`src/estx_pkg.sv`:
```
// Constants, encodings and carrier types shared by the extended-instruction executor.
// Assumes one 200 MHz system clock and synchronous program and data memories on that clock.
package estx_pkg;

  // ----------------------------------------------------------------
  // Widths
  // ----------------------------------------------------------------
  localparam int unsigned DW = 8;
  localparam int unsigned PM_DW = 16;
  localparam int unsigned PM_AW = 12;
  localparam int unsigned DM_AW = 9;
  localparam int unsigned PAGE_HI_W = 4;
  localparam int unsigned OP_W = 4;
  localparam int unsigned BIT_W = 3;

  // ----------------------------------------------------------------
  // Field positions
  // ----------------------------------------------------------------
  localparam int unsigned OP_LSB = 0;
  localparam int unsigned BIT_LSB = 4;
  localparam int unsigned ADDR_LSB = 16;
  localparam int unsigned STS_Z = 0;
  localparam int unsigned STS_BUSY = 1;
  localparam int unsigned STS_SKIP = 2;

  // ----------------------------------------------------------------
  // Register byte offsets on APB
  // ----------------------------------------------------------------
  localparam logic [7:0] REG_INSTR = 8'h00;
  localparam logic [7:0] REG_ACC = 8'h04;
  localparam logic [7:0] REG_TPTR_LO = 8'h08;
  localparam logic [7:0] REG_TPTR_HI = 8'h0c;
  localparam logic [7:0] REG_TLATCH = 8'h10;
  localparam logic [7:0] REG_STATUS = 8'h14;
  localparam logic [7:0] REG_PC = 8'h18;

  // ----------------------------------------------------------------
  // Values
  // ----------------------------------------------------------------
  localparam logic [PAGE_HI_W-1:0] LAST_PAGE = 4'hf;
  localparam logic [DW-1:0] ZERO_BYTE = 8'h00;
  localparam logic [DW-1:0] ONE_BYTE = 8'h01;
  localparam logic [PM_AW-1:0] PC_RST = 12'h000;
  localparam logic [PM_AW-1:0] PC_STEP = 12'h001;
  localparam logic [PM_AW-1:0] PC_SKIP_STEP = 12'h002;

  // ----------------------------------------------------------------
  // Types
  // ----------------------------------------------------------------
  typedef enum logic [OP_W-1:0] {
    OP_NOP = 4'h0,
    OP_SZ = 4'h1,
    OP_SZA = 4'h2,
    OP_SZB = 4'h3,
    OP_TABRD = 4'h4,
    OP_TABRDL = 4'h5,
    OP_ITABRD = 4'h6,
    OP_ITABRDL = 4'h7,
    OP_XOR = 4'h8,
    OP_XORM = 4'h9
  } estx_op_t;

  typedef enum logic [2:0] {ST_IDLE, ST_RDWAIT, ST_EXEC, ST_TAB, ST_PMWAIT, ST_TABWB, ST_DUMMY} estx_st_t;

  typedef struct packed {
    logic re;
    logic we;
    logic [DM_AW-1:0] addr;
    logic [DW-1:0] wdata;
  } estx_dm_req_t;

  typedef struct packed {
    logic re;
    logic [PM_AW-1:0] addr;
  } estx_pm_req_t;

  typedef struct packed {
    logic skip;
    logic acc_ld;
    logic [DW-1:0] acc_val;
    logic mem_wr;
    logic [DW-1:0] mem_val;
    logic z_wr;
    logic z_val;
  } estx_exec_t;

  typedef struct packed {
    estx_st_t st;
    estx_op_t op;
    logic [BIT_W-1:0] bit_sel;
    logic [DM_AW-1:0] addr;
    logic [DW-1:0] acc;
    logic [DW-1:0] tptr_lo;
    logic [DW-1:0] tptr_hi;
    logic [DW-1:0] tlatch;
    logic z;
    logic skipped;
    logic done;
    logic [PM_AW-1:0] pc;
    estx_dm_req_t dm_req;
    estx_pm_req_t pm_req;
    logic [31:0] prdata;
  } estx_state_t;

endpackage

```
`src/estx_exec_unit.sv`:
```
// Combinational evaluation of the byte-operand instructions: skip tests, move and XOR.
// Assumes the caller presents the data byte read from memory and applies the result one edge later.
`timescale 1ns/1ps
module estx_exec_unit (
  input wire estx_pkg::estx_op_t op,
  input wire logic [estx_pkg::BIT_W-1:0] bit_sel,
  input wire logic [estx_pkg::DW-1:0] acc,
  input wire logic [estx_pkg::DW-1:0] mem,
  output estx_pkg::estx_exec_t res
);

  // ----------------------------------------------------------------
  // Bit selection
  // ----------------------------------------------------------------
  logic [estx_pkg::DW-1:0] bit_hit;
  logic bit_zero;
  logic [estx_pkg::DW-1:0] xor_val;

  for (genvar i = 0; i < estx_pkg::DW; i++)
  begin : g_bit
    assign bit_hit[i] = (bit_sel == estx_pkg::BIT_W'(i)) & ~mem[i];
  end

  assign bit_zero = |bit_hit;
  assign xor_val = acc ^ mem;

  // ----------------------------------------------------------------
  // Result
  // ----------------------------------------------------------------
  always_comb
  begin
    res = '0;
    case (op)
      estx_pkg::OP_SZ:
      begin
        res.skip = (mem == estx_pkg::ZERO_BYTE);
      end
      estx_pkg::OP_SZA:
      begin
        res.skip = (mem == estx_pkg::ZERO_BYTE);
        res.acc_ld = 1'b1;
        res.acc_val = mem;
      end
      estx_pkg::OP_SZB:
      begin
        res.skip = bit_zero;
      end
      estx_pkg::OP_XOR:
      begin
        res.acc_ld = 1'b1;
        res.acc_val = xor_val;
        res.z_wr = 1'b1;
        res.z_val = (xor_val == estx_pkg::ZERO_BYTE);
      end
      estx_pkg::OP_XORM:
      begin
        res.mem_wr = 1'b1;
        res.mem_val = xor_val;
        res.z_wr = 1'b1;
        res.z_val = (xor_val == estx_pkg::ZERO_BYTE);
      end
      default:
      begin
        res = '0;
      end
    endcase
  end

endmodule

```
`src/estx_exec_top.sv`:
```
// Executor for extended skip, table-read and XOR instructions, issued and observed over APB.
// Assumes program and data memories on sys_clk that return read data one cycle after a request.
//
// Summary of operation
// - Byte skip-if-zero skips the next instruction when the byte is zero; no flag changes.
// - A taken skip adds one dummy cycle, so the instruction takes three cycles.
// - Skip-if-zero-with-move copies the byte to accumulator, skips if zero, no flags.
// - Bit skip-if-zero skips when the selected bit is zero; flags stay unchanged.
// - Current-page table read: low byte to memory, high byte to table-high latch.
// - Last-page table read uses the last page with table pointer low byte.
// - Incrementing read bumps pointer low, then reads at pointer high and low.
// - Incrementing last-page read bumps pointer low first, then reads last page.
// - XOR to accumulator stores accumulator XOR byte there, updating only zero flag.
// - XOR to memory writes accumulator XOR byte back, updating only zero flag.
//
// The register addresses and the APB register port were chosen for this implementation.
`timescale 1ns/1ps
module estx_exec_top (
  input wire logic sys_clk,
  input wire logic rst_b,
  input wire logic ce,
  input wire logic psel,
  input wire logic penable,
  input wire logic pwrite,
  input wire logic [7:0] paddr,
  input wire logic [31:0] pwdata,
  output logic pready,
  output logic [31:0] prdata,
  output logic pslverr,
  output estx_pkg::estx_dm_req_t dm_req,
  input wire logic [estx_pkg::DW-1:0] dm_rdata,
  output estx_pkg::estx_pm_req_t pm_req,
  input wire logic [estx_pkg::PM_DW-1:0] pm_rdata,
  output logic skip_dummy,
  output logic instr_done
);

  // ----------------------------------------------------------------
  // Declarations
  // ----------------------------------------------------------------
  estx_pkg::estx_state_t q;
  estx_pkg::estx_state_t d;
  estx_pkg::estx_exec_t ex;
  logic busy;
  logic access;
  logic wr_ok;
  logic mapped;
  logic err;
  logic [31:0] rd_mux;
  logic [estx_pkg::DW-1:0] tptr_lo_inc;

  estx_exec_unit u_exec (
    .op(q.op),
    .bit_sel(q.bit_sel),
    .acc(q.acc),
    .mem(dm_rdata),
    .res(ex)
  );

  // ----------------------------------------------------------------
  // APB slave
  // ----------------------------------------------------------------
  assign busy = (q.st != estx_pkg::ST_IDLE);
  assign access = psel & penable & ce;
  assign tptr_lo_inc = q.tptr_lo + estx_pkg::ONE_BYTE;

  // Writes are refused while an instruction runs so software cannot race the sequencer.
  always_comb
  begin
    mapped = 1'b1;
    err = 1'b0;
    case (paddr)
      estx_pkg::REG_INSTR, estx_pkg::REG_ACC, estx_pkg::REG_TPTR_LO, estx_pkg::REG_TPTR_HI, estx_pkg::REG_PC:
      begin
        err = pwrite & busy;
      end
      estx_pkg::REG_TLATCH, estx_pkg::REG_STATUS:
      begin
        err = pwrite;
      end
      default:
      begin
        mapped = 1'b0;
        err = 1'b1;
      end
    endcase
  end

  assign wr_ok = access & pwrite & mapped & ~err;
  assign pready = access;
  assign pslverr = access & err;
  assign prdata = q.prdata;
  assign dm_req = q.dm_req;
  assign pm_req = q.pm_req;
  assign skip_dummy = (q.st == estx_pkg::ST_DUMMY);
  assign instr_done = q.done;

  always_comb
  begin
    rd_mux = '0;
    case (paddr)
      estx_pkg::REG_INSTR:
      begin
        rd_mux[estx_pkg::OP_LSB +: estx_pkg::OP_W] = q.op;
        rd_mux[estx_pkg::BIT_LSB +: estx_pkg::BIT_W] = q.bit_sel;
        rd_mux[estx_pkg::ADDR_LSB +: estx_pkg::DM_AW] = q.addr;
      end
      estx_pkg::REG_ACC: rd_mux[estx_pkg::DW-1:0] = q.acc;
      estx_pkg::REG_TPTR_LO: rd_mux[estx_pkg::DW-1:0] = q.tptr_lo;
      estx_pkg::REG_TPTR_HI: rd_mux[estx_pkg::DW-1:0] = q.tptr_hi;
      estx_pkg::REG_TLATCH: rd_mux[estx_pkg::DW-1:0] = q.tlatch;
      estx_pkg::REG_PC: rd_mux[estx_pkg::PM_AW-1:0] = q.pc;
      estx_pkg::REG_STATUS:
      begin
        rd_mux[estx_pkg::STS_Z] = q.z;
        rd_mux[estx_pkg::STS_BUSY] = busy;
        rd_mux[estx_pkg::STS_SKIP] = q.skipped;
      end
      default: rd_mux = '0;
    endcase
  end

  // ----------------------------------------------------------------
  // Sequencer
  // ----------------------------------------------------------------
  always_comb
  begin
    d = q;
    d.done = 1'b0;
    d.dm_req = '0;
    d.pm_req = '0;
    // Read data is captured in the setup cycle so it can leave a flip-flop in the access cycle.
    if (psel && !penable)
    begin
      d.prdata = rd_mux;
    end
    if (wr_ok)
    begin
      case (paddr)
        estx_pkg::REG_ACC: d.acc = pwdata[estx_pkg::DW-1:0];
        estx_pkg::REG_TPTR_LO: d.tptr_lo = pwdata[estx_pkg::DW-1:0];
        estx_pkg::REG_TPTR_HI: d.tptr_hi = pwdata[estx_pkg::DW-1:0];
        estx_pkg::REG_PC: d.pc = pwdata[estx_pkg::PM_AW-1:0];
        default:
        begin
        end
      endcase
    end
    case (q.st)
      estx_pkg::ST_IDLE:
      begin
        if (wr_ok && paddr == estx_pkg::REG_INSTR)
        begin
          d.op = estx_pkg::estx_op_t'(pwdata[estx_pkg::OP_LSB +: estx_pkg::OP_W]);
          d.bit_sel = pwdata[estx_pkg::BIT_LSB +: estx_pkg::BIT_W];
          d.addr = pwdata[estx_pkg::ADDR_LSB +: estx_pkg::DM_AW];
          case (d.op)
            estx_pkg::OP_SZ, estx_pkg::OP_SZA, estx_pkg::OP_SZB, estx_pkg::OP_XOR, estx_pkg::OP_XORM:
            begin
              d.dm_req.re = 1'b1;
              d.dm_req.addr = d.addr;
              d.st = estx_pkg::ST_RDWAIT;
            end
            estx_pkg::OP_TABRD, estx_pkg::OP_TABRDL, estx_pkg::OP_ITABRD, estx_pkg::OP_ITABRDL:
            begin
              d.st = estx_pkg::ST_TAB;
            end
            default:
            begin
              // Unknown codes retire as a single-cycle no-operation.
              d.pc = q.pc + estx_pkg::PC_STEP;
              d.done = 1'b1;
            end
          endcase
        end
      end
      estx_pkg::ST_RDWAIT:
      begin
        d.st = estx_pkg::ST_EXEC;
      end
      estx_pkg::ST_EXEC:
      begin
        if (ex.acc_ld)
        begin
          d.acc = ex.acc_val;
        end
        if (ex.z_wr)
        begin
          d.z = ex.z_val;
        end
        if (ex.mem_wr)
        begin
          d.dm_req.we = 1'b1;
          d.dm_req.addr = q.addr;
          d.dm_req.wdata = ex.mem_val;
        end
        d.skipped = ex.skip;
        if (ex.skip)
        begin
          d.pc = q.pc + estx_pkg::PC_SKIP_STEP;
          d.st = estx_pkg::ST_DUMMY;
        end
        else
        begin
          d.pc = q.pc + estx_pkg::PC_STEP;
          d.done = 1'b1;
          d.st = estx_pkg::ST_IDLE;
        end
      end
      estx_pkg::ST_TAB:
      begin
        d.pm_req.re = 1'b1;
        d.skipped = 1'b0;
        case (q.op)
          estx_pkg::OP_TABRD: d.pm_req.addr = {q.pc[estx_pkg::PM_AW-1 -: estx_pkg::PAGE_HI_W], q.tptr_lo};
          estx_pkg::OP_TABRDL: d.pm_req.addr = {estx_pkg::LAST_PAGE, q.tptr_lo};
          estx_pkg::OP_ITABRD:
          begin
            d.tptr_lo = tptr_lo_inc;
            d.pm_req.addr = {q.tptr_hi[estx_pkg::PAGE_HI_W-1:0], tptr_lo_inc};
          end
          default:
          begin
            d.tptr_lo = tptr_lo_inc;
            d.pm_req.addr = {estx_pkg::LAST_PAGE, tptr_lo_inc};
          end
        endcase
        d.st = estx_pkg::ST_PMWAIT;
      end
      estx_pkg::ST_PMWAIT:
      begin
        d.st = estx_pkg::ST_TABWB;
      end
      estx_pkg::ST_TABWB:
      begin
        d.tlatch = pm_rdata[estx_pkg::PM_DW-1 -: estx_pkg::DW];
        d.dm_req.we = 1'b1;
        d.dm_req.addr = q.addr;
        d.dm_req.wdata = pm_rdata[estx_pkg::DW-1:0];
        d.pc = q.pc + estx_pkg::PC_STEP;
        d.done = 1'b1;
        d.st = estx_pkg::ST_IDLE;
      end
      estx_pkg::ST_DUMMY:
      begin
        d.done = 1'b1;
        d.st = estx_pkg::ST_IDLE;
      end
      default:
      begin
        d.st = estx_pkg::ST_IDLE;
      end
    endcase
  end

  always_ff @(posedge sys_clk or negedge rst_b)
  begin
    if (!rst_b)
    begin
      q <= '{st: estx_pkg::ST_IDLE, op: estx_pkg::OP_NOP, pc: estx_pkg::PC_RST, default: '0};
    end
    else if (ce)
    begin
      q <= d;
    end
  end

  // ----------------------------------------------------------------
  // Checks
  // ----------------------------------------------------------------
  property p_sz_skip;
    @(posedge sys_clk iff ce) disable iff (!rst_b)
    (q.st == estx_pkg::ST_EXEC && q.op == estx_pkg::OP_SZ)
    |=> (skip_dummy == ($past(dm_rdata) == estx_pkg::ZERO_BYTE)) && q.z == $past(q.z) && q.acc == $past(q.acc);
  endproperty
  a_sz_skip: assert property (p_sz_skip) else $error("byte skip decision or flags wrong");

  property p_dummy_len;
    @(posedge sys_clk iff ce) disable iff (!rst_b)
    $rose(skip_dummy) |-> q.pc == $past(q.pc) + estx_pkg::PC_SKIP_STEP ##1 (!skip_dummy && instr_done);
  endproperty
  a_dummy_len: assert property (p_dummy_len) else $error("skip dummy cycle not exactly one");

  property p_sza_move;
    @(posedge sys_clk iff ce) disable iff (!rst_b)
    (q.st == estx_pkg::ST_EXEC && q.op == estx_pkg::OP_SZA)
    |=> q.acc == $past(dm_rdata) && q.z == $past(q.z) && skip_dummy == (q.acc == estx_pkg::ZERO_BYTE);
  endproperty
  a_sza_move: assert property (p_sza_move) else $error("move-and-skip result wrong");

  property p_bit_skip;
    @(posedge sys_clk iff ce) disable iff (!rst_b)
    (q.st == estx_pkg::ST_EXEC && q.op == estx_pkg::OP_SZB)
    |=> skip_dummy == !$past(dm_rdata[q.bit_sel]) && q.z == $past(q.z);
  endproperty
  a_bit_skip: assert property (p_bit_skip) else $error("bit skip decision wrong");

  property p_tab_cur;
    @(posedge sys_clk iff ce) disable iff (!rst_b)
    (q.st == estx_pkg::ST_TAB && q.op == estx_pkg::OP_TABRD)
    |=> pm_req.re && pm_req.addr == {$past(q.pc[estx_pkg::PM_AW-1 -: estx_pkg::PAGE_HI_W]), $past(q.tptr_lo)};
  endproperty
  a_tab_cur: assert property (p_tab_cur) else $error("current page table address wrong");

  property p_tab_wb;
    @(posedge sys_clk iff ce) disable iff (!rst_b)
    (q.st == estx_pkg::ST_TABWB)
    |=> dm_req.we && dm_req.wdata == $past(pm_rdata[estx_pkg::DW-1:0])
        && q.tlatch == $past(pm_rdata[estx_pkg::PM_DW-1 -: estx_pkg::DW]);
  endproperty
  a_tab_wb: assert property (p_tab_wb) else $error("table word not split into memory and latch");

  property p_tab_last;
    @(posedge sys_clk iff ce) disable iff (!rst_b)
    (q.st == estx_pkg::ST_TAB && q.op == estx_pkg::OP_TABRDL)
    |=> pm_req.addr == {estx_pkg::LAST_PAGE, $past(q.tptr_lo)} ##2 dm_req.we;
  endproperty
  a_tab_last: assert property (p_tab_last) else $error("last page table read wrong");

  property p_preinc;
    @(posedge sys_clk iff ce) disable iff (!rst_b)
    (q.st == estx_pkg::ST_TAB && q.op == estx_pkg::OP_ITABRD)
    |=> q.tptr_lo == $past(q.tptr_lo) + estx_pkg::ONE_BYTE
        && pm_req.addr == {$past(q.tptr_hi[estx_pkg::PAGE_HI_W-1:0]), q.tptr_lo};
  endproperty
  a_preinc: assert property (p_preinc) else $error("pre-increment table read wrong");

  property p_preinc_last;
    @(posedge sys_clk iff ce) disable iff (!rst_b)
    (q.st == estx_pkg::ST_TAB && q.op == estx_pkg::OP_ITABRDL)
    |=> pm_req.addr == {estx_pkg::LAST_PAGE, q.tptr_lo} && q.tptr_lo == $past(q.tptr_lo) + estx_pkg::ONE_BYTE
        ##2 q.z == $past(q.z, 3);
  endproperty
  a_preinc_last: assert property (p_preinc_last) else $error("pre-increment last page read wrong");

  property p_xor_acc;
    @(posedge sys_clk iff ce) disable iff (!rst_b)
    (q.st == estx_pkg::ST_EXEC && q.op == estx_pkg::OP_XOR)
    |=> q.acc == ($past(q.acc) ^ $past(dm_rdata)) && q.z == (q.acc == estx_pkg::ZERO_BYTE) && !dm_req.we;
  endproperty
  a_xor_acc: assert property (p_xor_acc) else $error("xor to accumulator wrong");

  property p_xor_mem;
    @(posedge sys_clk iff ce) disable iff (!rst_b)
    (q.st == estx_pkg::ST_EXEC && q.op == estx_pkg::OP_XORM)
    |=> dm_req.we && dm_req.wdata == ($past(q.acc) ^ $past(dm_rdata)) && q.acc == $past(q.acc)
        && q.z == (dm_req.wdata == estx_pkg::ZERO_BYTE);
  endproperty
  a_xor_mem: assert property (p_xor_mem) else $error("xor to memory wrong");

endmodule

```
`config.mk`:
```
export PLATFORM = sky130hd
export DESIGN_NAME = estx_exec_top
export DESIGN_NICKNAME = d
export VERILOG_FILES = /design/src/estx_pkg.sv /design/src/estx_exec_unit.sv /design/src/estx_exec_top.sv
export SDC_FILE = /design/constraint.sdc
export NUM_CORES = 1
export LEC_CHECK = 0
export BUFFER_PORTS_ARGS = -buffer_cell sky130_fd_sc_hd__clkbuf_2
export CORE_MARGIN = 3
export CORE_UTILIZATION = 56
export DETAILED_ROUTE_END_ITERATION = 8
export GPL_TIMING_DRIVEN = 0
export PLACE_DENSITY = 0.91
export SLEW_MARGIN = 20
export SYNTH_ARGS = -nofsm -noshare
export SYNTH_HDL_FRONTEND = slang
export SYNTH_SLANG_ARGS = --single-unit
```
`constraint.sdc`:
```
create_clock -name sys_clk -period 2.85 [get_ports sys_clk]
set_input_delay 0.285 -clock sys_clk [delete_from_list [all_inputs] [get_ports sys_clk]]
set_output_delay 0.285 -clock sys_clk [all_outputs]
set_load 0.05 [all_outputs]
```
==> impl_metrics.toml, run 1 <==
[timing]
period_share_pct = 94.5
rsz0062_at_grt = "yes"
fin_skew_ns = 0.00930
fin_setup_tns_ns = 0
hold_viol = 0
drv_slew = 0
setup_viol = 0
tightest_slew_ns = 0.783
fin_ws_ns = 0.157
slew_headroom_pct = 47.5
max_freq_ghz = 0.371
holdWs_ns = 0.0837
period_minus_slack_ns = 2.69

[power_and_ir_drop]
p_per_area_nw_per_um2 = 638
peakVddDrop_v = 0.000515
total_power_mw = 5.52
p_leak_nw = 4.06

[detailed_routing]
vias = 6731
wirelength_um = 21900
via_per_inst = 6.26
antenna_left = 0
route.detailed.drc = 0
dr.pass1.iters = 8
wl_per_cell_um = 20.3
first_iter_violations = 943

[critical_path]
worst-setup-path-type = "register to register"
crit_start = "q[128]"
cp_max_fo = 10
critPathCaptureType = "register"
crit_required_ns = 3.17
worstPathArrival_ns = 3.02
reg2regPathDepth = 9
timing.rr.start = "q[128]"
worst_setup_path_start_kind = "register"

[clock_network]
cts_tree = "yes"
clockRootBuffer = "clkbuf_16"
cts-buffers-inserted = 17
insertion_delay_ns = 0.44
postCtsSetupBuffers = 0
clk_pin_slew_ns = 0.06
cts_sinks = 119
htreeDepth = 4
clockBufferDepth = 2

[job]
maxCapViolCount = 0

[placement]
io_buffers = 110
post-place-ws_ns = -0.241
dp_hpwl_um = 15100
place.gp.congestion = 1.07

[die]
io_pins = 138
placeableCoreArea_um2 = 12200
die_y_um = 119
rows = 40
die_w_um = 119
fp.dieArea_um2 = 14100
initial_core_util_pct = 58.3

[finish]
fin_nets = 967
layout_common_cells = "dfrtp_1, clkbuf_2, nand2_1, buf_4, a21oi_1"
fillerInstances = 930
mostFrequentLayoutCell = "dfrtp_1"
drive_above_1_share_pct = 29.9
syn2layout_area_growth_pct = 21.5
n_antenna_cell = 0

[synth]
netlist_area_um2 = 7110
synthFlopType = "dfrtp_1"
synth-seq-cells = 119
syn_avg_cell_area_um2 = 9.42
synth_edf_count = 0
synth-async-reset-ratio_pct = 100
ys_warn_count = 0
yosysUniqueCellTypes = 66
yosysTopAreaCell = "dfrtp_1"
synth-seq-area-share_pct = 41.9
yosysTopAreaCellShare_pct = 41.9
synth.area.top_cells = "dfrtp_1, buf_4, mux2_2"
synthCells = 755

[grt]
grt_pass1_wl_um = 34500
first_global_vias = 6476
grt_max_degree = 68
antenna_found_initial = 0
grt.total_usage_pct = 31.3
grt_overflow_total = 0

[hold_path]
whs_path_depth = 2
hp-class = "input port to register"
hp-start = "pm_rdata[15]"

[outcome]
outcome = "completed"
==> synthesized netlist by cell type (5+ instances only) <==
library cell  number
dfrtp_1          119
nand2_1           80
buf_4             65
a21oi_1           45
mux2_2            42
o21ai_0           40
clkbuf_1          39
nor2_1            30
a22oi_1           28
o2bb2ai_1         19
a31oi_1           17
nand3_1           17
o221ai_1          15
xnor2_1           15
inv_1             14
mux2i_1           14
a21o_1            12
and3_1            11
nor3_1            11
nor3b_1           10
nand4_1            9
xor2_1             8
nor2b_1            6
o22ai_1            6
or3_1              6
and2_1             5
==> kinds of logic after synthesis <==
family | synth area share, %
fa+ha+maj | 0.528
mux | 8.62
flops | 41.9
xor+xnor | 2.83
compound gates | 21.0
buf+inv | 10.1
other cells | 0.0527
simple gates | 15.0
==> registers in the layout, indices dropped and copies added (netlist names) <==
name and cells:
dm_req 19, instr_done 1, pm_req 13, q 65, prdata 21
==> power breakdown <==
part           internal [mW]  switching, mW
combinational          0.351          0.676
clock                   1.66          0.803
sequential              1.83          0.199
==> layer usage <==
layer	wire length (µm)	track usage, %	vias up
met5	0	0	-
li1	-	-	2961
met2	9750	47.7	495
met1	8250	39.8	3167
met4	1290	19.8	0
met3	2560	7.70	108
==> cell type report <==
cell class	instances	area (µm²)	area share, %
buffer	108	654	7.57
multi-input combinational	521	3480	40.2
clock buffer	20	447	5.17
inverter	15	56.3	0.651
tap	168	210	2.43
clock inverter	12	224	2.59
timing repair buffer	112	597	6.90
sequential	119	2980	34.4
==> through the flow <==
stage	cell area, µm²	instances	util [%]
CTS	8630	1076	70.6
global placement	7910	1043	64.8
global route	8640	1075	70.8
detailed placement	7950	1044	65.1
finish	8640	1075	70.8
floorplan	7150	765	-
==> worst paths after layout <==
check,endpoint,slack (ns)
worst min-delay path,q[86],0.08
worst max-delay path,q[66],0.16
max in group asynchronous,q[84],1.78
worst max register to register,q[66],0.16
min in group asynchronous,dm_req[10],0.38
worst min register to register,prdata[19],0.48
==> worst max-delay path, stage by stage (launching register included) <==
cell and delay (ns):
dfrtp_1 0.33, clkbuf_1 0.34, nor3_2 0.12, and3_1 0.27
a31oi_2 0.51, o21a_1 0.20, buf_2 0.24, a2bb2oi_1 0.21
nor2_1 0.06, a221o_1 0.28
==> what timing repair did <==
item                                    CTS  global route
hold buffers                              1             0
cloned                                    0             0
resized for setup                         0             5
hold endpoints to repair                 52             0
pin swaps                                 0             0
endpoints found under the setup margin    9            27
No activity file was read; power rests on OpenSTA's default activity.
==> run 2, diff against run 1 <==
--- a/config.mk
+++ b/config.mk
@@ -7,10 +7,10 @@
 export LEC_CHECK = 0
 export BUFFER_PORTS_ARGS = -buffer_cell sky130_fd_sc_hd__clkbuf_2
 export CORE_MARGIN = 3
-export CORE_UTILIZATION = 56
+export CORE_UTILIZATION = 50
 export DETAILED_ROUTE_END_ITERATION = 8
 export GPL_TIMING_DRIVEN = 0
-export PLACE_DENSITY = 0.91
+export PLACE_DENSITY = 0.83
 export SLEW_MARGIN = 20
 export SYNTH_ARGS = -nofsm -noshare
 export SYNTH_HDL_FRONTEND = slang
==> run 2 against run 1 <==
Total power down 8.4%. Largest cell class unchanged. Setup slack worse by 0.046 ns. Register-to-register slack worse by 0.05 ns. Critical endpoint unchanged. Wire length fell by 2.8%. Sequential cell count stayed put. Utilization shrank 7.9 points. Clock power shrank 18%.
==> impl_metrics.toml, run 2 (synthesis results as in run 1) <==
[timing]
period_minus_slack_ns = 2.74
setup_viol = 0
drv_slew = 0
fin_ws_ns = 0.112
fin_skew_ns = 0.00950
rsz0062_at_grt = "no"
max_freq_ghz = 0.365
tightest_slew_ns = 0.763
period_share_pct = 96.1
slew_headroom_pct = 48.8
hold_viol = 0

[finish]
largest_register = "q"
syn2layout_area_growth_pct = 19.9
register_area_um2 = 2980
multi_input_area_um2 = 3470
largest_reg_flops = 65
layout_common_cells = "dfrtp_1, clkbuf_2, nand2_1, buf_4, a21oi_1"
fin_nets = 967
fillerInstances = 1166
n_antenna_cell = 0
drive_above_1_share_pct = 29.3
mostFrequentLayoutCell = "dfrtp_1"

[die]
placeableCoreArea_um2 = 13600
io_pins = 138
initial_core_util_pct = 52.5
rows = 42
die_y_um = 125
fp.dieArea_um2 = 15700
die_w_um = 125

[outcome]
outcome = "completed"

[critical_path]
cp_max_fo = 10
critPathCaptureType = "register"
reg2regPathDepth = 8
cp_cell_sequence = "mux2_2 > a222oi_1 > a21o_1 > o21a_1 > buf_2 > a2bb2oi_1 > nor2_1 > a221o_1"
slowest_stage = "dfrtp_1"
max_stage_delay_ns = 0.46
crit_required_ns = 3.16
worst_setup_path_start_kind = "register"
worstPathArrival_ns = 3.04
worst-setup-path-type = "register to register"

[grt]
antenna_found_initial = 0
grt.total_usage_pct = 26.8
grt_overflow_total = 0
grt_max_degree = 61
grt_pass1_wl_um = 33400
first_global_vias = 6169

[power_and_ir_drop]
p_leak_nw = 4.01
p_per_area_nw_per_um2 = 593
total_power_mw = 5.05
peakVddDrop_v = 0.000516

[clock_network]
cts-buffers-inserted = 17
clk_pin_slew_ns = 0.06
insertion_delay_ns = 0.42
clockBufferDepth = 2
cts_sinks = 119
clockRootBuffer = "clkbuf_16"
postCtsSetupBuffers = 0
htreeDepth = 4
cts_tree = "yes"

[placement]
dp_hpwl_um = 15100
post-place-ws_ns = -0.327
io_buffers = 110
place.gp.congestion = 0.970

[detailed_routing]
vias = 6515
route.detailed.drc = 0
via_per_inst = 6.02
dr.pass1.iters = 6
first_iter_violations = 765
antenna_left = 0
wl_per_cell_um = 19.6
wirelength_um = 21200

[job]
maxCapViolCount = 0

[hold_path]
whs_path_depth = 2
hp-class = "input port to register"
run 2: cell types whose count changed in the layout (fill, tap and decap cells not counted):
cell,before,now
nor3_1,10,11
clkbuf_8,2,4
clkinv_4,3,0
nor3_2,1,0
clkinv_2,2,4
bufinv_16,6,1
a21o_1,11,12
and3_2,1,0
a21o_2,1,0
clkbuf_1,39,41
and3_1,10,11
clkinvlp_4,1,3
run 2: layer usage:
metal | GRT usage [%] | part of all wire [%] | up-vias
met1 | 37.3 | 41 | 3048
met3 | 6.87 | 11 | 62
li1 | - | - | 2976
met5 | 0 | 0 | -
met4 | 11.0 | 4.1 | 0
met2 | 40.2 | 44 | 429
run 2: cell type report:
cell class              count  area share, %
multi-input cells         521           40.7
flip-flops and latches    119           34.9
plain buffers             108           7.67
repair buffers            112           7.00
clock buffers              24           5.65
well taps                 176           2.58
clock inverters             8          0.851
inverters                  15          0.660
run 2: final timing paths:
kind | start | end | slack (ns)
min in group asynchronous | rst_b | dm_req[15] | 0.42
setup / recovery | q[120] | q[66] | 0.11
hold reg to reg | dm_req[18] | dm_req[18] | 0.48
setup reg to reg | q[120] | q[66] | 0.11
max in group asynchronous | rst_b | pm_req[9] | 1.74
hold / removal | pm_rdata[10] | q[81] | 0.1
run 2: repair_timing:
action                                  in CTS  in global routing
hold buffers                                 1                  0
resized for setup                            0                  2
pin swaps                                    0                  1
endpoints found under the setup margin       9                 18
endpoints found under the hold margin       59                  0
run 2: critical path, delay by kind of cell (launching register included):
| kind | cells | cell delay (ns) |
|---|---|---|
| flops | 1 | 0.46 |
| compound gates | 5 | 1.52 |
| buf+inv | 1 | 0.21 |
| mux | 1 | 0.38 |
| simple gates | 1 | 0.06 |
run 2: power breakdown:
| part | switching (mW) | internal [mW] | total (mW) | leakage [nW] |
|---|---|---|---|---|
| registers | 0.198 | 1.83 | 2.03 | 1.65 |
| clock network | 0.763 | 1.26 | 2.02 | 0.266 |
| logic | 0.659 | 0.345 | 1.00 | 2.09 |
run 2: through the flow:
step / util, % / area [µm²] / setup TNS [ns] / instances / hold slack (ns)
after global routing: 62.9 / 8530 / 0 / 1083 / 0.0966
after detailed placement: 58.7 / 7960 / -4.71 / 1052 / 0.302
after global placement: 58.4 / 7920 / -36.25 / 1051 / 0.465
after floorplan: - / 7150 / 0 / 765 / -0.0106
after CTS: 62.8 / 8520 / 0 / 1084 / 0.0923
final: 62.9 / 8530 / 0 / 1083 / 0.0974
